--- config.mk ---
export PLATFORM = sky130hd
export DESIGN_NAME = pafs_top
export DESIGN_NICKNAME = d
export VERILOG_FILES = /design/src/rtl/pafs_pkg.sv /design/src/rtl/pafs_pin_if.sv /design/src/rtl/pafs_sync3.sv /design/src/rtl/pafs_pad.sv /design/src/rtl/pafs_top.sv
export SDC_FILE = /design/constraint.sdc
export NUM_CORES = 1
export LEC_CHECK = 0
export ABC_AREA = 1
export BUFFER_PORTS_ARGS = -buffer_cell sky130_fd_sc_hd__buf_2
export CAP_MARGIN = 20
export CELL_PAD_IN_SITES_DETAIL_PLACEMENT = 1
export CELL_PAD_IN_SITES_GLOBAL_PLACEMENT = 2
export CORE_MARGIN = 5
export CORE_UTILIZATION = 16
export DETAILED_ROUTE_END_ITERATION = 8
export PLACE_DENSITY_LB_ADDON = 0.1
export SLEW_MARGIN = 10
export SYNTH_ARGS = -nofsm -noshare
export SYNTH_HDL_FRONTEND = slang
export SYNTH_SLANG_ARGS = --single-unit
--- constraint.sdc ---
create_clock -name clk -period 0.9 [get_ports clk]
set_input_delay 0.09 -clock clk [delete_from_list [all_inputs] [get_ports clk]]
set_output_delay 0.09 -clock clk [all_outputs]
set_load 0.02 [all_outputs]
--- src/rtl/pafs_pkg.sv ---
// constants shared by the alternate function select block
package pafs_pkg;
	localparam int P0_W       = 7;
	localparam int P1_W       = 1;
	localparam int P3_W       = 10;
	localparam int P4_W       = 3;
	localparam int P5_W       = 3;
	// pin positions
	localparam int P0_NMI     = 2;
	localparam int P0_INT0    = 3;
	localparam int P0_INT1    = 4;
	localparam int P0_INT2    = 5;
	localparam int P0_INT3    = 6;
	localparam int P1_DAC     = 0;
	localparam int P3_TXD     = 0;
	localparam int P3_RXD     = 1;
	localparam int P3_TP0     = 2;
	localparam int P3_TP1     = 4;
	localparam int P3_I2C0    = 9;
	localparam int P4_DIN     = 0;
	localparam int P4_DOUT    = 1;
	localparam int P4_CLK     = 2;
	localparam int P5_DBG     = 2;
	// selection encodings {expansion, function}
	localparam logic [1:0] SEL_CAP  = 2'h1;
	localparam logic [1:0] SEL_TOUT = 2'h2;
	localparam logic [1:0] SEL_RTP  = 2'h3;
	localparam logic       FN_FIRST = 1'h0;
	localparam logic       FN_SECOND = 1'h1;
	localparam logic       MODE_ALT = 1'h1;
	localparam logic       DIR_IN   = 1'h1;
	localparam logic       OD_ON    = 1'h1;
	localparam logic       DBG_ON   = 1'h1;
	typedef enum logic [1:0] {
		PAFS_GPIO  = 2'b00,
		PAFS_ALT   = 2'b01,
		PAFS_DEBUG = 2'b10
	} pafs_pinmode_t;
endpackage

--- src/rtl/pafs_pin_if.sv ---
// per-port bundle between the selector and pad cells
`timescale 1ns/100ps
interface pafs_pin_if #(parameter int W = 1);
	logic [W-1:0] pin_in;
	logic [W-1:0] alt_out;
	logic [W-1:0] alt_oe;
	logic [W-1:0] alt_sel;
	logic [W-1:0] od_sel;
	logic [W-1:0] gp_data;
	logic [W-1:0] gp_dir;
	logic [W-1:0] pin_out;
	logic [W-1:0] pin_oe;
	logic [W-1:0] alt_in;
	logic [W-1:0] gp_in;
	modport sel (output alt_out, alt_oe, alt_sel, od_sel, gp_data, gp_dir,
		input pin_in, pin_out, pin_oe, alt_in, gp_in);
	modport pad (input alt_out, alt_oe, alt_sel, od_sel, gp_data, gp_dir,
		pin_in, output pin_out, pin_oe, alt_in, gp_in);
endinterface

--- src/rtl/pafs_sync3.sv ---
// three stage pin synchroniser, change accepted when stages two and three agree
`timescale 1ns/100ps
module pafs_sync3 #(parameter int W = 1) (
	input  wire logic         clk,
	input  wire logic         reset,
	input  wire logic [W-1:0] d,
	output logic      [W-1:0] q
);
	logic [W-1:0] s1_r;
	logic [W-1:0] s2_r;
	logic [W-1:0] s3_r;

	always_ff @(posedge clk) begin
		if (reset) begin
			s1_r <= '0;
			s2_r <= '0;
			s3_r <= '0;
		end else begin
			s1_r <= d;
			s2_r <= s1_r;
			s3_r <= s2_r;
		end
	end

	genvar i;
	generate
		for (i = 0; i < W; i++) begin : g_bit
			always_ff @(posedge clk) begin
				if (reset)
					q[i] <= 1'b0;
				else if (s2_r[i] == s3_r[i])
					q[i] <= s3_r[i];
			end
		end
	endgenerate
endmodule

--- src/rtl/pafs_pad.sv ---
// pad path: general port or alternate drive, open drain, hysteresis gating
`timescale 1ns/100ps
module pafs_pad #(parameter int W = 1) (
	input wire logic clk,
	input wire logic reset,
	pafs_pin_if.pad  p
);
	logic [W-1:0] in_s;

	pafs_sync3 #(.W(W)) u_sync (
		.clk   (clk),
		.reset (reset),
		.d     (p.pin_in),
		.q     (in_s)
	);

	genvar i;
	generate
		for (i = 0; i < W; i++) begin : g_pin
			// alternate path ignores data and direction
			always_comb begin
				if (p.alt_sel[i]) begin
					p.pin_out[i] = p.od_sel[i] ? 1'b0 : p.alt_out[i];
					p.pin_oe[i]  = p.od_sel[i] ?
						(p.alt_oe[i] & ~p.alt_out[i]) : p.alt_oe[i];
				end else begin
					p.pin_out[i] = p.gp_data[i];
					p.pin_oe[i]  = ~p.gp_dir[i];
				end
			end
			// filtered input only on alternate path
			assign p.alt_in[i] = p.alt_sel[i] ? in_s[i] : 1'b0;
			assign p.gp_in[i]  = p.alt_sel[i] ? 1'b0 : p.pin_in[i];
		end
	endgenerate
endmodule

--- src/rtl/pafs_top.sv ---
// alternate function selection for ports 0,1,3,4 and 5 bits 0-2
// ----------------------------------------------------------------
// Functional notes
// - mode bit 1 routes pin to alternate function, data and direction ignored
// - port 0 bit 2 is non-maskable interrupt in alternate mode
// - port 0 bit 3: function 0 ext interrupt 0, 1 a/d trigger
// - port 0 bits 4-6 are ext interrupts 1-3 in alternate mode
// - debug mode makes port 0 bit 5 the debug reset input
// - port 1 bit 0 gives dac output 0 when direction is input
// - port 3 bit 0 transmits serial 0, bit 1 receives or interrupt 7
// - port 3 bit 2 with expansion 0: function 0 baud clock and capture, 1 timer out
// - port 3 bit 4: function 0 timer p1 capture, 1 timer p1 out
// - port 3 bit 9: function 0 serial 2 receive, 1 i2c 0 clock
// - port 4 bit 0: function 0 csi data in, 1 i2c 1 data
// - port 4 bit 1: function 0 csi data out, 1 i2c 1 clock
// - port 4 bit 2 carries bidirectional csi clock in alternate mode
// - port 5 pair 01 capture/key, 10 timer out, 11 realtime bit
// - debug mode makes port 5 bit 2 the debug serial input
// - hysteresis only on alternate input path
// ----------------------------------------------------------------
`timescale 1ns/100ps
module pafs_top
	import pafs_pkg::*;
(
	input  wire logic                        clk,
	input  wire logic                        reset,
	input  wire logic                        onchip_debug_mode_bit,
	input  wire logic [pafs_pkg::P0_W-1:0]   p0_port_mode_control,
	input  wire logic [pafs_pkg::P0_W-1:0]   p0_function_control,
	input  wire logic [pafs_pkg::P0_W-1:0]   p0_data,
	input  wire logic [pafs_pkg::P0_W-1:0]   p0_port_direction,
	input  wire logic [pafs_pkg::P0_W-1:0]   p0_pin_in,
	output logic      [pafs_pkg::P0_W-1:0]   p0_pin_out,
	output logic      [pafs_pkg::P0_W-1:0]   p0_pin_oe,
	output logic      [pafs_pkg::P0_W-1:0]   p0_gp_in,
	input  wire logic [pafs_pkg::P1_W-1:0]   p1_data,
	input  wire logic [pafs_pkg::P1_W-1:0]   p1_port_direction,
	input  wire logic [pafs_pkg::P1_W-1:0]   p1_pin_in,
	output logic      [pafs_pkg::P1_W-1:0]   p1_pin_out,
	output logic      [pafs_pkg::P1_W-1:0]   p1_pin_oe,
	output logic      [pafs_pkg::P1_W-1:0]   p1_gp_in,
	output logic                             dac_out_0_enable,
	input  wire logic [pafs_pkg::P3_W-1:0]   p3_port_mode_control,
	input  wire logic [pafs_pkg::P3_W-1:0]   p3_function_control,
	input  wire logic [pafs_pkg::P3_W-1:0]   p3_function_control_expansion,
	input  wire logic [pafs_pkg::P3_W-1:0]   p3_open_drain_select,
	input  wire logic [pafs_pkg::P3_W-1:0]   p3_data,
	input  wire logic [pafs_pkg::P3_W-1:0]   p3_port_direction,
	input  wire logic [pafs_pkg::P3_W-1:0]   p3_pin_in,
	output logic      [pafs_pkg::P3_W-1:0]   p3_pin_out,
	output logic      [pafs_pkg::P3_W-1:0]   p3_pin_oe,
	output logic      [pafs_pkg::P3_W-1:0]   p3_gp_in,
	input  wire logic [pafs_pkg::P4_W-1:0]   p4_port_mode_control,
	input  wire logic [pafs_pkg::P4_W-1:0]   p4_function_control,
	input  wire logic [pafs_pkg::P4_W-1:0]   p4_open_drain_select,
	input  wire logic [pafs_pkg::P4_W-1:0]   p4_data,
	input  wire logic [pafs_pkg::P4_W-1:0]   p4_port_direction,
	input  wire logic [pafs_pkg::P4_W-1:0]   p4_pin_in,
	output logic      [pafs_pkg::P4_W-1:0]   p4_pin_out,
	output logic      [pafs_pkg::P4_W-1:0]   p4_pin_oe,
	output logic      [pafs_pkg::P4_W-1:0]   p4_gp_in,
	input  wire logic [pafs_pkg::P5_W-1:0]   p5_port_mode_control,
	input  wire logic [pafs_pkg::P5_W-1:0]   p5_function_control,
	input  wire logic [pafs_pkg::P5_W-1:0]   p5_function_control_expansion,
	input  wire logic [pafs_pkg::P5_W-1:0]   p5_data,
	input  wire logic [pafs_pkg::P5_W-1:0]   p5_port_direction,
	input  wire logic [pafs_pkg::P5_W-1:0]   p5_pin_in,
	output logic      [pafs_pkg::P5_W-1:0]   p5_pin_out,
	output logic      [pafs_pkg::P5_W-1:0]   p5_pin_oe,
	output logic      [pafs_pkg::P5_W-1:0]   p5_gp_in,
	output logic                             nmi_in,
	output logic [3:0]                       ext_interrupt_in,
	output logic                             ad_external_trigger,
	output logic                             debug_reset_in,
	output logic                             debug_serial_in,
	input  wire logic                        serial0_transmit,
	output logic                             serial0_receive,
	output logic                             ext_interrupt_7,
	output logic                             serial0_baud_clock,
	output logic                             timer_p0_capture_in,
	input  wire logic                        timer_p0_out,
	output logic                             timer_p1_capture_in,
	input  wire logic                        timer_p1_out,
	output logic                             serial2_receive,
	input  wire logic                        i2c0_clock_out,
	output logic                             i2c0_clock_in,
	input  wire logic                        i2c1_data_out,
	output logic                             i2c1_data_in,
	input  wire logic                        i2c1_clock_out,
	output logic                             i2c1_clock_in,
	output logic                             csi0_data_in,
	input  wire logic                        csi0_data_out,
	input  wire logic                        csi0_clock_out,
	input  wire logic                        csi0_clock_oe,
	output logic                             csi0_clock_in,
	output logic [pafs_pkg::P5_W-1:0]        timer_q0_capture_in,
	output logic [pafs_pkg::P5_W-1:0]        key_return_in,
	input  wire logic [pafs_pkg::P5_W-1:0]   timer_q0_out,
	input  wire logic [pafs_pkg::P5_W-1:0]   realtime_output_bit
);
	import pafs_pkg::*;

	pafs_pin_if #(.W(P0_W)) b0 ();
	pafs_pin_if #(.W(P1_W)) b1 ();
	pafs_pin_if #(.W(P3_W)) b3 ();
	pafs_pin_if #(.W(P4_W)) b4 ();
	pafs_pin_if #(.W(P5_W)) b5 ();

	logic dbg_r;

	// ----------------------------------------------------------------
	// debug mode capture
	// ----------------------------------------------------------------
	always_ff @(posedge clk) begin
		if (reset)
			dbg_r <= 1'b0;
		else
			dbg_r <= onchip_debug_mode_bit;
	end

	// ----------------------------------------------------------------
	// port 0
	// ----------------------------------------------------------------
	always_comb begin
		b0.alt_sel = p0_port_mode_control;
		// debug claims the reset input pin
		b0.alt_sel[P0_INT2] = p0_port_mode_control[P0_INT2] |
			(dbg_r == DBG_ON);
		b0.alt_out = '0;
		b0.alt_oe  = '0;
		b0.od_sel  = '0;
	end
	assign b0.gp_data = p0_data;
	assign b0.gp_dir  = p0_port_direction;
	assign b0.pin_in  = p0_pin_in;
	assign p0_pin_out = b0.pin_out;
	assign p0_pin_oe  = b0.pin_oe;
	assign p0_gp_in   = b0.gp_in;

	assign nmi_in = b0.alt_in[P0_NMI];
	assign ext_interrupt_in[0] = (p0_function_control[P0_INT0] ==
		FN_FIRST) ? b0.alt_in[P0_INT0] : 1'b0;
	assign ad_external_trigger = (p0_function_control[P0_INT0] ==
		FN_SECOND) ? b0.alt_in[P0_INT0] : 1'b0;
	// interrupts 1 to 3, debug takes interrupt 2 away
	assign ext_interrupt_in[1] = b0.alt_in[P0_INT1];
	assign ext_interrupt_in[2] = (dbg_r == DBG_ON) ? 1'b0 :
		b0.alt_in[P0_INT2];
	assign ext_interrupt_in[3] = b0.alt_in[P0_INT3];
	assign debug_reset_in = (dbg_r == DBG_ON) ? b0.alt_in[P0_INT2] : 1'b0;

	// ----------------------------------------------------------------
	// port 1
	// ----------------------------------------------------------------
	assign b1.alt_sel = '0;
	assign b1.alt_out = '0;
	assign b1.alt_oe  = '0;
	assign b1.od_sel  = '0;
	assign b1.gp_data = p1_data;
	assign b1.gp_dir  = p1_port_direction;
	assign b1.pin_in  = p1_pin_in;
	assign p1_pin_out = b1.pin_out;
	assign p1_pin_oe  = b1.pin_oe;
	assign p1_gp_in   = b1.gp_in;
	// analog output while direction is input, digital driver off
	assign dac_out_0_enable = (p1_port_direction[P1_DAC] == DIR_IN);

	// ----------------------------------------------------------------
	// port 3
	// ----------------------------------------------------------------
	always_comb begin
		b3.alt_out = '0;
		b3.alt_oe  = '0;
		b3.alt_out[P3_TXD] = serial0_transmit;
		b3.alt_oe[P3_TXD]  = 1'b1;
		// timer p0 output only with expansion 0 and function 1
		if (p3_function_control_expansion[P3_TP0] == FN_FIRST &&
				p3_function_control[P3_TP0] == FN_SECOND) begin
			b3.alt_out[P3_TP0] = timer_p0_out;
			b3.alt_oe[P3_TP0]  = 1'b1;
		end
		if (p3_function_control[P3_TP1] == FN_SECOND) begin
			b3.alt_out[P3_TP1] = timer_p1_out;
			b3.alt_oe[P3_TP1]  = 1'b1;
		end
		if (p3_function_control[P3_I2C0] == FN_SECOND) begin
			b3.alt_out[P3_I2C0] = i2c0_clock_out;
			b3.alt_oe[P3_I2C0]  = 1'b1;
		end
	end
	assign b3.alt_sel = p3_port_mode_control;
	assign b3.od_sel  = p3_open_drain_select;
	assign b3.gp_data = p3_data;
	assign b3.gp_dir  = p3_port_direction;
	assign b3.pin_in  = p3_pin_in;
	assign p3_pin_out = b3.pin_out;
	assign p3_pin_oe  = b3.pin_oe;
	assign p3_gp_in   = b3.gp_in;

	// shared receive pin, software masks the unused side
	assign serial0_receive = b3.alt_in[P3_RXD];
	assign ext_interrupt_7 = b3.alt_in[P3_RXD];
	// baud clock and capture share the input
	assign serial0_baud_clock = (p3_function_control[P3_TP0] == FN_FIRST &&
		p3_function_control_expansion[P3_TP0] == FN_FIRST) ?
		b3.alt_in[P3_TP0] : 1'b0;
	assign timer_p0_capture_in = serial0_baud_clock;
	assign timer_p1_capture_in = (p3_function_control[P3_TP1] ==
		FN_FIRST) ? b3.alt_in[P3_TP1] : 1'b0;
	assign serial2_receive = (p3_function_control[P3_I2C0] == FN_FIRST) ?
		b3.alt_in[P3_I2C0] : 1'b0;
	assign i2c0_clock_in = (p3_function_control[P3_I2C0] == FN_SECOND) ?
		b3.alt_in[P3_I2C0] : 1'b0;

	// ----------------------------------------------------------------
	// port 4
	// ----------------------------------------------------------------
	always_comb begin
		b4.alt_out = '0;
		b4.alt_oe  = '0;
		if (p4_function_control[P4_DIN] == FN_SECOND) begin
			b4.alt_out[P4_DIN] = i2c1_data_out;
			b4.alt_oe[P4_DIN]  = 1'b1;
		end
		// csi data or i2c clock drive
		b4.alt_out[P4_DOUT] = (p4_function_control[P4_DOUT] == FN_FIRST) ?
			csi0_data_out : i2c1_clock_out;
		b4.alt_oe[P4_DOUT] = 1'b1;
		b4.alt_out[P4_CLK] = csi0_clock_out;
		b4.alt_oe[P4_CLK]  = csi0_clock_oe;
	end
	assign b4.alt_sel = p4_port_mode_control;
	assign b4.od_sel  = p4_open_drain_select;
	assign b4.gp_data = p4_data;
	assign b4.gp_dir  = p4_port_direction;
	assign b4.pin_in  = p4_pin_in;
	assign p4_pin_out = b4.pin_out;
	assign p4_pin_oe  = b4.pin_oe;
	assign p4_gp_in   = b4.gp_in;

	assign csi0_data_in = (p4_function_control[P4_DIN] == FN_FIRST) ?
		b4.alt_in[P4_DIN] : 1'b0;
	assign i2c1_data_in = (p4_function_control[P4_DIN] == FN_SECOND) ?
		b4.alt_in[P4_DIN] : 1'b0;
	assign i2c1_clock_in = (p4_function_control[P4_DOUT] == FN_SECOND) ?
		b4.alt_in[P4_DOUT] : 1'b0;
	assign csi0_clock_in = b4.alt_in[P4_CLK];

	// ----------------------------------------------------------------
	// port 5
	// ----------------------------------------------------------------
	logic [P5_W-1:0] p5_sel;
	always_comb begin
		p5_sel = p5_port_mode_control;
		if (dbg_r == DBG_ON)
			p5_sel[P5_DBG] = 1'b1;
	end
	assign b5.alt_sel = p5_sel;
	assign b5.od_sel  = '0;
	assign b5.gp_data = p5_data;
	assign b5.gp_dir  = p5_port_direction;
	assign b5.pin_in  = p5_pin_in;
	assign p5_pin_out = b5.pin_out;
	assign p5_pin_oe  = b5.pin_oe;
	assign p5_gp_in   = b5.gp_in;

	genvar k;
	generate
		for (k = 0; k < P5_W; k++) begin : g_p5
			logic [1:0] code;
			logic       dbg_pin;
			assign code = {p5_function_control_expansion[k],
				p5_function_control[k]};
			assign dbg_pin = (k == P5_DBG) && (dbg_r == DBG_ON);
			always_comb begin
				b5.alt_out[k] = 1'b0;
				b5.alt_oe[k]  = 1'b0;
				if (!dbg_pin) begin
					case (code)
					SEL_TOUT: begin
						b5.alt_out[k] = timer_q0_out[k];
						b5.alt_oe[k]  = 1'b1;
					end
					SEL_RTP: begin
						b5.alt_out[k] = realtime_output_bit[k];
						b5.alt_oe[k]  = 1'b1;
					end
					default: begin
						b5.alt_out[k] = 1'b0;
						b5.alt_oe[k]  = 1'b0;
					end
					endcase
				end
			end
			// capture and key share the pin, software masks
			assign timer_q0_capture_in[k] = (!dbg_pin && code == SEL_CAP) ?
				b5.alt_in[k] : 1'b0;
			assign key_return_in[k] = timer_q0_capture_in[k];
		end
	endgenerate
	assign debug_serial_in = (dbg_r == DBG_ON) ? b5.alt_in[P5_DBG] : 1'b0;

	// ----------------------------------------------------------------
	// pads
	// ----------------------------------------------------------------
	pafs_pad #(.W(P0_W)) u_pad0 (.clk(clk), .reset(reset), .p(b0));
	pafs_pad #(.W(P1_W)) u_pad1 (.clk(clk), .reset(reset), .p(b1));
	pafs_pad #(.W(P3_W)) u_pad3 (.clk(clk), .reset(reset), .p(b3));
	pafs_pad #(.W(P4_W)) u_pad4 (.clk(clk), .reset(reset), .p(b4));
	pafs_pad #(.W(P5_W)) u_pad5 (.clk(clk), .reset(reset), .p(b5));

	// ----------------------------------------------------------------
	// checks
	// ----------------------------------------------------------------
	// open drain pins are left out: they drive low only
	a_alt_ignores_dir: assert property (@(posedge clk)
		disable iff (reset) (p3_port_mode_control[P3_TXD] &&
		!p3_open_drain_select[P3_TXD]) |-> p3_pin_out[P3_TXD] ==
		serial0_transmit && p3_pin_oe[P3_TXD])
		else $error("alternate pin follows direction");
	a_gpio_mode: assert property (@(posedge clk)
		disable iff (reset) !p4_port_mode_control[P4_CLK] |->
		p4_pin_out[P4_CLK] == p4_data[P4_CLK] &&
		p4_pin_oe[P4_CLK] == !p4_port_direction[P4_CLK])
		else $error("general port path wrong");
	a_adtrig_sel: assert property (@(posedge clk)
		disable iff (reset)
		!p0_function_control[P0_INT0] |-> !ad_external_trigger)
		else $error("trigger active with function 0");
	a_dbg_reset: assert property (@(posedge clk)
		disable iff (reset) !dbg_r |-> !debug_reset_in && !debug_serial_in)
		else $error("debug input outside debug mode");
	a_timer_p0_out: assert property (@(posedge clk)
		disable iff (reset) (p3_port_mode_control[P3_TP0] &&
		p3_function_control[P3_TP0] && !p3_open_drain_select[P3_TP0] &&
		!p3_function_control_expansion[P3_TP0]) |->
		p3_pin_out[P3_TP0] == timer_p0_out)
		else $error("timer p0 output not routed");
	a_i2c_open_drain: assert property (@(posedge clk)
		disable iff (reset) (p3_port_mode_control[P3_I2C0] &&
		p3_open_drain_select[P3_I2C0] && i2c0_clock_out) |->
		!p3_pin_oe[P3_I2C0])
		else $error("open drain drives high");
	a_rtp_sel: assert property (@(posedge clk)
		disable iff (reset) (!dbg_r && p5_port_mode_control[P5_DBG] &&
		p5_function_control[P5_DBG] &&
		p5_function_control_expansion[P5_DBG]) |->
		p5_pin_out[P5_DBG] == realtime_output_bit[P5_DBG])
		else $error("realtime bit not routed");
	a_dac_enable: assert property (@(posedge clk)
		disable iff (reset)
		dac_out_0_enable == p1_port_direction[P1_DAC])
		else $error("dac enable mismatch");
	a_hyst_path: assert property (@(posedge clk)
		disable iff (reset)
		!p0_port_mode_control[P0_INT1] |-> !ext_interrupt_in[1])
		else $error("alternate input live in port mode");
endmodule

==> summary.md, run 1 <==
| Metric | Value |
|---|---|
| Design Power | `7.24 mW` |
| DRT iter0 DRCs | `46` |
| Fin. Hold Viols | `0` |
| Ys async rst share | `0%` |
| Net Count, Synth | `590` |
| Finished Layout Cells | `905` |
| Synth top area share | `44.0%` |
| Gate Count Post-Synth | `428` |
| First-pass GRT wire length | `15700 um` |
| DR DRC count | `0` |
| Critical Path Fanout Max | `5` |
| Fin Hold WS | `14.4 ps` |
| PortBufs | `226` |
| Vias in the first global route | `3559` |
| Place WS | `-100 ps` |
| Synth top area cells | `dfxtp_1 44%, nor2_1 17%, inv_1 15%` |
| Net Sw Frac | `25.5%` |
| Leakage dissipation | `2.70 nW` |
| Die area | `20100 um^2` |
| Peak supply drop | `0.000674 V` |
| Row Count | `48` |
| Count of different cell masters after synthesis | `17` |
| Fin. max-slew vios | `0` |
| Clock power share | `43.6%` |
| Placed Cells | `867` |
| Hold Crit Class | `primary input to register` |
| IO Count | `260` |
| Initial antenna violation count | `0` |
| Status | `complete, but fails checks` |
| Share of cells above drive strength 1 | `44.3%` |
| Max Cap Violations | `0` |
| Vias/cell | `3.70` |
| FF+latch area | `1240 um^2` |
| Minimum clock period after layout | `1290 ps` |
| Horiz. Die Dim | `142 um` |
| WP data required | `810 ps` |
| Final setup fails | `31` |
| Internal Power | `5.39 mW` |
| CTS tree | `built` |
| Final WL | `9770 um` |
| Clk root buf | `clkbuf_16` |
| GRT Total Usage | `9.55%` |
| Violations in the final reports | `setup timing` |
| Post-synthesis cell area | `2780 um^2` |
| Worst Setup Start Kind | `register` |
| Tightest Pin Transition | `322 ps` |
| CP arrival | `1200 ps` |
| Num CTS Buffers | `9` |
| Core box area | `17200 um^2` |
| Syn Area/Cell | `6.49 um^2` |
| Clock Latency Late Sink | `320 ps` |
| Clock Pin Slew Worst Setup and Hold Paths | `50 ps` |
| Switch Pwr | `1.84 mW` |
| Synth warn | `0` |
| Count leader, synth | `nor2_1` |
| DRT Pass-1 Iters | `4` |
| Final Net Count | `838` |
| Leading area contributor after synthesis | `dfxtp_1` |
| Worst path max stage delay | `370 ps` |
| CP endpoint kind | `primary output` |
| Most frequent cells after synthesis | `125 x nor2_1, 108 x inv_1, 61 x dfxtp_1` |
| Comb pwr share | `17.3%` |
| Register area share after synthesis | `44.0%` |
| Antenna Cells | `0` |
| Final Util | `28.4%` |
| Syn-to-layout area delta | `75.8%` |
| Largest net degree at the start of global routing | `28` |
| Crit path kind | `register to primary output` |
| Die height | `142 um` |
| Slew headroom | `78.5%` |
| Antenna Violating Nets Remaining | `0` |
| Fill count | `2202` |
| Starting Density | `16.2%` |
| Clock Path Buffers | `2` |
| Htree depth | `3` |
| Post-synthesis register bit count | `61` |
| WL per Instance | `10.8 um` |
| Worst Slack Setup Final | `-390 ps` |
| Number of synthesized flops with an enable pin | `0` |
| Highest achievable clock rate | `775 MHz` |
| Unrepaired setup endpoints after global routing | `yes` |
| Worst path cell trace | `or2_4 -> nor2_1 -> buf_4` |
| Multi-input logic area | `1140 um^2` |
| Overflow after GRT | `0` |
| Global placement routability congestion | `0.770` |
| Clock sinks | `61` |
| Vias | `3345` |
| Power Density | `1480 nW/um^2` |
| Final period utilization | `143%` |
| Clk_skew | `3.07 ps` |
| Sequential share of power | `39.1%` |
| Post-synth top flop | `dfxtp_1` |
| CP max stage cell | `dfxtp_4` |
| Post-DP HPWL | `7870 um` |
logic make-up (layout without fill, tap and decap cells):
logic type | Yosys count | count (layout) | share of synthesized area [%]
AND/OR/NAND/NOR | 197 | 197 | 27.9
AO/OA/AOI/OAI | 46 | 46 | 8.43
buffers and inverters | 124 | 376 | 19.7
flip-flops | 61 | 61 | 44.0
placed cells by master (no fill, tap or decap), types with 15 or more instances in the layout:
cell type  instances
nand2_1           45
inv_1            100
buf_2            195
nor2_1           118
dfxtp_1           45
dfxtp_2           15
a21oi_1           16
buf_4             20
o21ai_0           25
buf_6             24
layout make-up:
type,instances,share of cell area (%)
Clock buffer,14,5.62
Clock inverter,1,0.103
Inverter,109,8.44
Multi-Input combinational cell,243,23.3
Sequential cell,61,25.5
Tap cell,225,5.77
Timing Repair Buffer,252,31.3
critical path: cells and delay by family, from the launching register on:
kind                   cells  cell delay [ps]
buffers and inverters      1              150
flip-flops                 1              370
AND/OR/NAND/NOR            2              350
through the flow:
stage               setup TNS (ps)  area (um^2)
floorplan                     -275         2850
global placement              -523         4150
detailed placement            -592         4150
CTS                          -6570         4820
global route                 -7690         4880
finish                       -5930         4880
what timing repair did:
| item | 4_1_cts | 5_1_grt |
|---|---|---|
| buffers inserted | 8 | 2 |
| resized for setup | 84 | 16 |
| endpoints found under the setup margin | 31 | 31 |
| hold buffers | 13 | 0 |
| pin swaps | 8 | 5 |
| hold endpoints to repair | 13 | 0 |
worst paths after layout:
path         slack, ps                        startpoint                               end  depth (start not counted)
max               -390                  dbg_r$_SDFF_PP0_                     p0_pin_out[5]                          3
min                 10                      p5_pin_in[1]  u_pad5.u_sync.s1_r[1]$_SDFF_PP0_                          3
max reg2reg         50   u_pad3.u_sync.q[9]$_SDFFE_PP0N_   u_pad3.u_sync.q[9]$_SDFFE_PP0N_                          4
min reg2reg        400  u_pad5.u_sync.s1_r[0]$_SDFF_PP0_  u_pad5.u_sync.s2_r[0]$_SDFF_PP0_                          2
routing by layer:
metal  vias up  part of all wire (%)  GRT usage [%]
met4         0                   1.4           3.33
met1      1493                    34           8.76
li1       1731                     -              -
met5         -                     0              0
met2       108                    56           19.0
met3        13                   8.7           3.47
flip-flops by register name, indices dropped and copies added (netlist names), 4 cells and up:
| register | cells |
|---|---|
| u_pad0.u_sync.s1_r | 5 |
| u_pad3.u_sync.s2_r | 4 |
| u_pad0.u_sync.s2_r | 5 |
| u_pad0.u_sync.s3_r | 5 |
| u_pad0.u_sync.q | 5 |
| u_pad3.u_sync.s1_r | 4 |
| u_pad3.u_sync.s3_r | 4 |
| u_pad3.u_sync.q | 4 |
power groups by stage:
stage | clock [mW] | sequential [mW] | combinational (mW)
floorplan | 0 | 2.87 | 0.627
global placement | 0 | 2.88 | 1.17
detailed placement | 0 | 2.88 | 1.19
CTS | 3.31 | 2.83 | 1.27
global route | 3.42 | 2.84 | 1.40
finish | 3.15 | 2.83 | 1.25
Note: power is estimated with default switching activity, not from simulation.
==> run 2, diff against run 1 <==
--- a/config.mk
+++ b/config.mk
@@ -6,13 +6,13 @@
 export NUM_CORES = 1
 export LEC_CHECK = 0
 export ABC_AREA = 1
-export BUFFER_PORTS_ARGS = -buffer_cell sky130_fd_sc_hd__buf_2
 export CAP_MARGIN = 20
 export CELL_PAD_IN_SITES_DETAIL_PLACEMENT = 1
 export CELL_PAD_IN_SITES_GLOBAL_PLACEMENT = 2
 export CORE_MARGIN = 5
-export CORE_UTILIZATION = 16
+export CORE_UTILIZATION = 28
 export DETAILED_ROUTE_END_ITERATION = 8
+export DONT_BUFFER_PORTS = 1
 export PLACE_DENSITY_LB_ADDON = 0.1
 export SLEW_MARGIN = 10
 export SYNTH_ARGS = -nofsm -noshare
==> run 2 against run 1 <==
Against the previous run:
- combinational power fell by 36%
- final area fell by 24%
- sequential share of layout area rose by 8.2 points
- global-route usage rose by 2.0 points
- largest power group is now registers
- wire length fell by 25%
- flip-flop and latch count did not move
- clock skew rose by 3.3 ps
- core utilization rose by 9.5 points
- total power fell by 24%
- the run still ends with setup timing left
- via count fell by 20%
- hold slack improved by 13 ps
- largest cell class is now registers
- highest routed layer unchanged
- die area fell by 40%
==> summary.md, run 2 (same netlist as run 1, synthesis figures left out) <==
| Metric | Value |
|---|---|
| Unrepaired setup endpoints after global routing | `yes` |
| Hold Crit Endpoint | `u_pad5.u_sync.s2_r[0]$_SDFF_PP0_` |
| CTS tree | `built` |
| Num CTS Buffers | `9 (unchanged)` |
| Die area | `12000 um^2 (-40%)` |
| Highest achievable clock rate | `790 MHz (+1.9%)` |
| GRT Total Usage | `11.5% (+2.0 points)` |
| First-pass GRT wire length | `11200 um (-29%)` |
| Hold Crit Class | `primary input to register` |
| Worst path max stage delay | `370 ps (about the same)` |
| Reg-to-Reg Start | `u_pad5.u_sync.q[2]$_SDFFE_PP0N_` |
| Design Power | `5.51 mW (-24%)` |
| Placed Cells | `577 (-33%)` |
| Clk root buf | `clkbuf_8` |
| R2R setup slack | `60 ps (about the same)` |
| Internal Power | `4.02 mW (-25%)` |
| Worst path cell trace | `or2_4 -> nor2_4 -> buf_6` |
| Fin. Hold Viols | `0 (unchanged)` |
| WL met1 | `2820 um (-16%)` |
| Net Sw Frac | `27.0% (+1.5 points)` |
| Max Used Layer | `met4` |
| CP max stage cell | `dfxtp_4` |
| Finished Layout Cells | `623 (-31%)` |
| CP endpoint kind | `primary output` |
| Slew headroom | `68.5% (-10 points)` |
| Final setup fails | `27 (-13%)` |
| Fin Hold WS | `27.3 ps (+13.0 ps)` |
| Worst Slack Setup Final | `-366 ps (+24.2 ps)` |
| Starting Density | `28.5% (+12 points)` |
| Final Net Count | `649 (-23%)` |
| Peak supply drop | `0.000672 V (-0.31%)` |
| Violations in the final reports | `setup timing` |
| Final Util | `37.9% (+9.5 points)` |
| Worst Hold Depth | `2 (-1)` |
| Final period utilization | `141% (-2.7 points)` |
| Clk_skew | `6.42 ps (+3.35 ps)` |
| Crit path kind | `register to primary output` |
| Die height | `110 um (-23%)` |
| Comb pwr share | `14.5% (-2.8 points)` |
| Antenna Cells | `0 (unchanged)` |
| DRT Pass-1 Iters | `4 (unchanged)` |
| Fin. max-slew vios | `0 (unchanged)` |
| Core box area | `9730 um^2 (-43%)` |
| Initial antenna violation count | `0 (unchanged)` |
| Vias | `2680 (-20%)` |
| Vias in the first global route | `2700 (-24%)` |
| Clock Latency Late Sink | `320 ps (about the same)` |
| Fill count | `1261 (-43%)` |
| Syn-to-layout area delta | `32.9%` |
| PortBufs | `0 (-100%)` |
| Row Count | `36 (-25%)` |
| Sequential share of power | `51.2% (+12 points)` |
| Clock power share | `34.3% (-9.3 points)` |
| Switch Pwr | `1.49 mW (-19%)` |
| Htree depth | `3 (unchanged)` |
| DR DRC count | `0 (unchanged)` |
| Commonest non-fill, non-tap cell in the layout | `nor2_1` |
| Tightest Pin Transition | `480 ps (+157 ps)` |
| IO Count | `260 (unchanged)` |
| Overflow after GRT | `0 (unchanged)` |
| Power Density | `1490 nW/um^2 (+0.70%)` |
| Post-DP HPWL | `5610 um (-29%)` |
| Global placement routability congestion | `0.651 (-15%)` |
| Met2 WL | `3900 um (-28%)` |
| Largest net degree at the start of global routing | `48 (+71%)` |
| WP data required | `810 ps (about the same)` |
| CP arrival | `1180 ps (-20 ps)` |
| Vias/cell | `4.30 (+16%)` |
| Worst Setup Start Kind | `register` |
| Hold wc startpoint | `reset` |
| Most frequent cells in the layout | `117 x nor2_1, 96 x inv_1, 45 x dfxtp_1` |
| Critical Path Fanout Max | `5 (unchanged)` |
| Final WL | `7380 um (-25%)` |
| Minimum clock period after layout | `1270 ps (-24.2 ps)` |
| Max Cap Violations | `0 (unchanged)` |
| Metal3 WL | `619 um (-27%)` |
| RR Endpoint | `u_pad5.u_sync.q[2]$_SDFFE_PP0N_` |
| Reg2Reg Depth | `4 (unchanged)` |
| Clock Pin Slew Worst Setup and Hold Paths | `60 ps (about the same)` |
| Leakage dissipation | `1.86 nW (-31%)` |
| Status | `complete, but fails checks` |
| DRT iter0 DRCs | `46 (unchanged)` |
| Clock sinks | `61 (unchanged)` |
| WL per Instance | `11.8 um (+9.6%)` |
| Horiz. Die Dim | `110 um (-23%)` |
| Share of cells above drive strength 1 | `23.5% (-21 points)` |
| Antenna Violating Nets Remaining | `0 (unchanged)` |
| Clock Path Buffers | `2 (unchanged)` |
[run 2: changes by cell type in the layout (fill, tap and decap cells not counted), sizes merged]
cell / change
buf: -192
dlygate4sd3: +3
inv: -1
clkbuf: -3
clkinv: +3
[run 2: final cells by class]
type / count / area (um^2) / area share [%]
timing repair buffer: 63 / 566 / 15.3
sequential: 61 / 1240 / 33.7
multi-input combinational: 243 / 1140 / 31.0
clock buffer: 11 / 131 / 3.56
tap: 133 / 166 / 4.51
inverter: 109 / 424 / 11.5
clock inverter: 3 / 15.0 / 0.407
[run 2: per-stage QoR]
step                      setup slack, ps  cell area (um^2)  setup TNS (ps)
after detailed placement            -96.3              3130            -415
final                                -366              3690           -5350
after floorplan                     -54.6              2850            -275
after global placement              -91.2              3130            -293
after global routing                 -437              3690           -7670
after CTS                            -407              3640           -6480
[run 2: per-layer routing]
metal  vias to the layer above  global-route usage (%)
met4                         0                    2.67
met3                         4                    4.82
met5                         -                       0
met1                      1210                    12.0
li1                       1351                       -
met2                       115                    21.4
[run 2: power groups by stage]
stage / logic (mW) / clock network, mW / registers [mW]
4_1_cts: 0.776 / 2.02 / 2.82
3_5_place_dp: 0.705 / 0 / 2.88
5_1_grt: 0.894 / 2.14 / 2.83
3_3_place_gp: 0.693 / 0 / 2.88
2_1_floorplan: 0.627 / 0 / 2.87
6_report: 0.799 / 1.89 / 2.82
[run 2: timing repair]
action	in CTS	in global routing
hold buffers	16	1
setup endpoints to repair	31	32
pin swaps	7	2
hold endpoints to repair	46	30
resized for setup	50	11
buffers inserted	15	0
[run 2: worst max path at each step]
stage,startpoint,endpoint,slack [ps],depth (start not counted)
after floorplan,dbg_r$_SDFF_PP0_,p0_gp_in[5],-50,2
after global placement,dbg_r$_SDFF_PP0_,p5_pin_oe[2],-90,3
after detailed placement,dbg_r$_SDFF_PP0_,p5_pin_oe[2],-100,3
after CTS,dbg_r$_SDFF_PP0_,p0_gp_in[5],-410,3
after global routing,dbg_r$_SDFF_PP0_,p0_pin_out[5],-440,3
final,dbg_r$_SDFF_PP0_,p0_gp_in[5],-370,3
[run 2: critical path: cells and delay by family (launching register included)]
family                 cells  cell delay (ps)
flip-flops                 1              370
AND/OR/NAND/NOR            2              370
buffers and inverters      1              120
==> run 3, diff against run 2 <==
--- a/config.mk
+++ b/config.mk
@@ -10,11 +10,12 @@
 export CELL_PAD_IN_SITES_DETAIL_PLACEMENT = 1
 export CELL_PAD_IN_SITES_GLOBAL_PLACEMENT = 2
 export CORE_MARGIN = 5
-export CORE_UTILIZATION = 28
+export CORE_UTILIZATION = 31
 export DETAILED_ROUTE_END_ITERATION = 8
 export DONT_BUFFER_PORTS = 1
 export PLACE_DENSITY_LB_ADDON = 0.1
 export SLEW_MARGIN = 10
 export SYNTH_ARGS = -nofsm -noshare
 export SYNTH_HDL_FRONTEND = slang
+export SYNTH_HIERARCHICAL = 1
 export SYNTH_SLANG_ARGS = --single-unit
==> run 3 against run 2 <==
Against the previous run:
- the run ends with hold timing, setup timing left
- clock skew is 0.84 ps lower
- final area is 31% higher
- largest cell class is now multi-input gates
- clock power is 92% higher
- via count is 33% higher
- hold slack worse by 180 ps
- sequential share of layout area is 8.1 points lower
- largest power group is now clock
==> summary.md, run 3 <==
| Metric | Value |
|---|---|
| GRT Total Usage | `13.1% (+1.6 points)` |
| Met2 WL | `4920 um (+26%)` |
| Fin. Hold Viols | `30 (+30)` |
| Metal3 WL | `944 um (+53%)` |
| Crit path kind | `register to primary output` |
| WL met1 | `3420 um (+21%)` |
| DRT iter0 DRCs | `64 (+39%)` |
| Placed Cells | `812 (+41%)` |
| Worst path max stage delay | `370 ps (about the same)` |
| Fin Hold WS | `-156 ps (-183 ps)` |
| Multi-input logic area | `1980 um^2 (+73%)` |
| Antenna Cells | `0 (unchanged)` |
| Final setup fails | `28 (+3.7%)` |
| Worst Slack Setup Final | `-466 ps (-99.6 ps)` |
| Violations in the final reports | `hold timing, setup timing` |
| Clock Latency Late Sink | `320 ps (about the same)` |
| WL per Instance | `10.8 um (-8.4%)` |
| Die area | `13500 um^2 (+12%)` |
| Leakage dissipation | `2.74 nW (+47%)` |
| Design Power | `7.52 mW (+36%)` |
| Fill count | `1501 (+19%)` |
| Largest net degree at the start of global routing | `51 (+6.3%)` |
| Global placement routability congestion | `0.726 (+12%)` |
| Post-synthesis cell area | `3490 um^2 (+26%)` |
| Unrepaired setup endpoints after global routing | `yes` |
| Clk root buf | `clkbuf_16` |
| IO Count | `260 (unchanged)` |
| Synth warn | `6 (+6)` |
| Clock Path Buffers | `2 (unchanged)` |
| Clk_skew | `5.58 ps (-0.839 ps)` |
| Clock Pin Slew Worst Setup and Hold Paths | `50 ps (about the same)` |
| CP arrival | `1280 ps (+100 ps)` |
| Row Count | `38 (+5.6%)` |
| Max Used Layer | `met4` |
| Minimum clock period after layout | `1370 ps (+99.6 ps)` |
| Worst path cell trace | `or2_4 -> nand2_2 -> inv_2 -> nand2_2 -> nor3_4 -> buf_12` |
| Num CTS Buffers | `9 (unchanged)` |
| Highest achievable clock rate | `732 MHz (-7.3%)` |
| Slew headroom | `54.5% (-14 points)` |
| Finished Layout Cells | `861 (+38%)` |
| CTS tree | `built` |
| Htree depth | `3 (unchanged)` |
| Gate Count Post-Synth | `596 (+39%)` |
| WP data required | `810 ps (about the same)` |
| Max Cap Violations | `0 (unchanged)` |
| Initial antenna violation count | `0 (unchanged)` |
| Overflow after GRT | `0 (unchanged)` |
| Core box area | `10900 um^2 (+12%)` |
| Antenna Violating Nets Remaining | `0 (unchanged)` |
| CP endpoint kind | `primary output` |
| Die height | `116 um (+6.0%)` |
| Place WS | `-196 ps (-100 ps)` |
| Horiz. Die Dim | `116 um (+6.0%)` |
| Hold Crit Class | `primary input to register` |
| First-pass GRT wire length | `14500 um (+30%)` |
| Post-DP HPWL | `7620 um (+36%)` |
| Final period utilization | `152% (+11 points)` |
| Worst Setup Start Kind | `register` |
| Hold buffers post-CTS | `20 (+4)` |
| Fin. max-slew vios | `0 (unchanged)` |
| DR DRC count | `0 (unchanged)` |
| DRT Pass-1 Iters | `4 (unchanged)` |
| Final Net Count | `878 (+35%)` |
| PortBufs | `0 (unchanged)` |
| Most frequent cells in the layout | `152 x nand2_1, 134 x inv_1, 85 x nor2_1` |
| Most frequent CP cell | `nand2_2` |
| Commonest non-fill, non-tap cell in the layout | `nand2_1` |
| Syn-to-layout area delta | `39.0%` |
| Final WL | `9340 um (+27%)` |
| Syn Area/Cell | `5.86 um^2 (-9.7%)` |
| Critical Path Fanout Max | `5 (unchanged)` |
| CP max stage cell | `dfxtp_4` |
| Vias in the first global route | `3548 (+31%)` |
| Vias | `3563 (+33%)` |
| Peak supply drop | `0.00109 V (+62%)` |
| Share of cells above drive strength 1 | `19.3% (-4.2 points)` |
| Power Density | `1550 nW/um^2 (+3.7%)` |
| Tightest Pin Transition | `676 ps (+196 ps)` |
| Status | `complete, but fails checks` |
| Clock sinks | `61 (unchanged)` |
| Starting Density | `31.9% (+3.4 points)` |
| Vias/cell | `4.14 (-3.8%)` |
| FF+latch area | `1240 um^2 (-0.20%)` |
-- run 3: cell count changes in the layout (fill, tap and decap cells not counted), moves of 7 or more --
cell       previous run  this run
conb_1                0        71
buf_4                40        27
inv_1                96       134
clkbuf_8              9         1
nand2_1              43       152
or2_1                 0        24
clkbuf_16             0         9
nand3_1               8         0
inv_2                 8        15
nand2_2               9        20
nor2_1              117        85
-- run 3: where the power goes --
part	total, mW	leakage (nW)	switching (mW)	internal, mW
logic	1.06	2.07	0.687	0.369
clock network	3.63	0.158	1.14	2.49
registers	2.83	0.507	0.0398	2.79
-- run 3: final timing paths --
| path | startpoint | end | slack (ps) | cells after the start |
|---|---|---|---|---|
| setup / recovery | dbg_r$_SDFF_PP0_ | timer_q0_capture_in[2] | -470 | 6 |
| setup reg to reg | u_pad3/u_sync/q[9]$_SDFFE_PP0N_ | u_pad3/u_sync/q[9]$_SDFFE_PP0N_ | 100 | 3 |
| hold / removal | reset | u_pad0/u_sync/s3_r[3]$_SDFF_PP0_ | -160 | 1 |
| hold reg to reg | u_pad5/u_sync/s1_r[1]$_SDFF_PP0_ | u_pad5/u_sync/s2_r[1]$_SDFF_PP0_ | 400 | 2 |
-- run 3: worst max-delay path: cells and delay by family, from the launching register on --
kind / cells / cell delay [ps]
simple gates: 4 / 390
flops: 1 / 370
buf+inv: 2 / 200
-- run 3: what timing repair did --
action / CTS / global route
resized for setup: 42 / 31
pin swaps: 19 / 10
endpoints found under the setup margin: 31 / 32
buffers inserted: 11 / 2
endpoints found under the hold margin: 61 / 30
-- run 3: routing by layer --
layer / vias up / track usage (%)
met4: 0 / 3.02
met1: 1566 / 13.6
met5: - / 0
met3: 6 / 4.15
met2: 138 / 25.6
li1: 1853 / -
-- run 3: final cells by class --
class | instances | area share, %
multi-input cells | 431 | 40.7
clock inverters | 6 | 1.78
flip-flops and latches | 61 | 25.6
inverters | 158 | 12.8
repair buffers | 55 | 10.5
clock buffers | 10 | 4.93
well taps | 140 | 3.61
-- run 3: per-stage QoR --
| stage | instance area [um^2] | TNS, ps | utilization (%) |
|---|---|---|---|
| after floorplan | 3850 | -1350 | - |
| after global placement | 4080 | -1420 | 37.3 |
| after detailed placement | 4080 | -1620 | 37.3 |
| after CTS | 4760 | -7920 | 43.5 |
| after global routing | 4850 | -8960 | 44.4 |
| final | 4850 | -7250 | 44.4 |
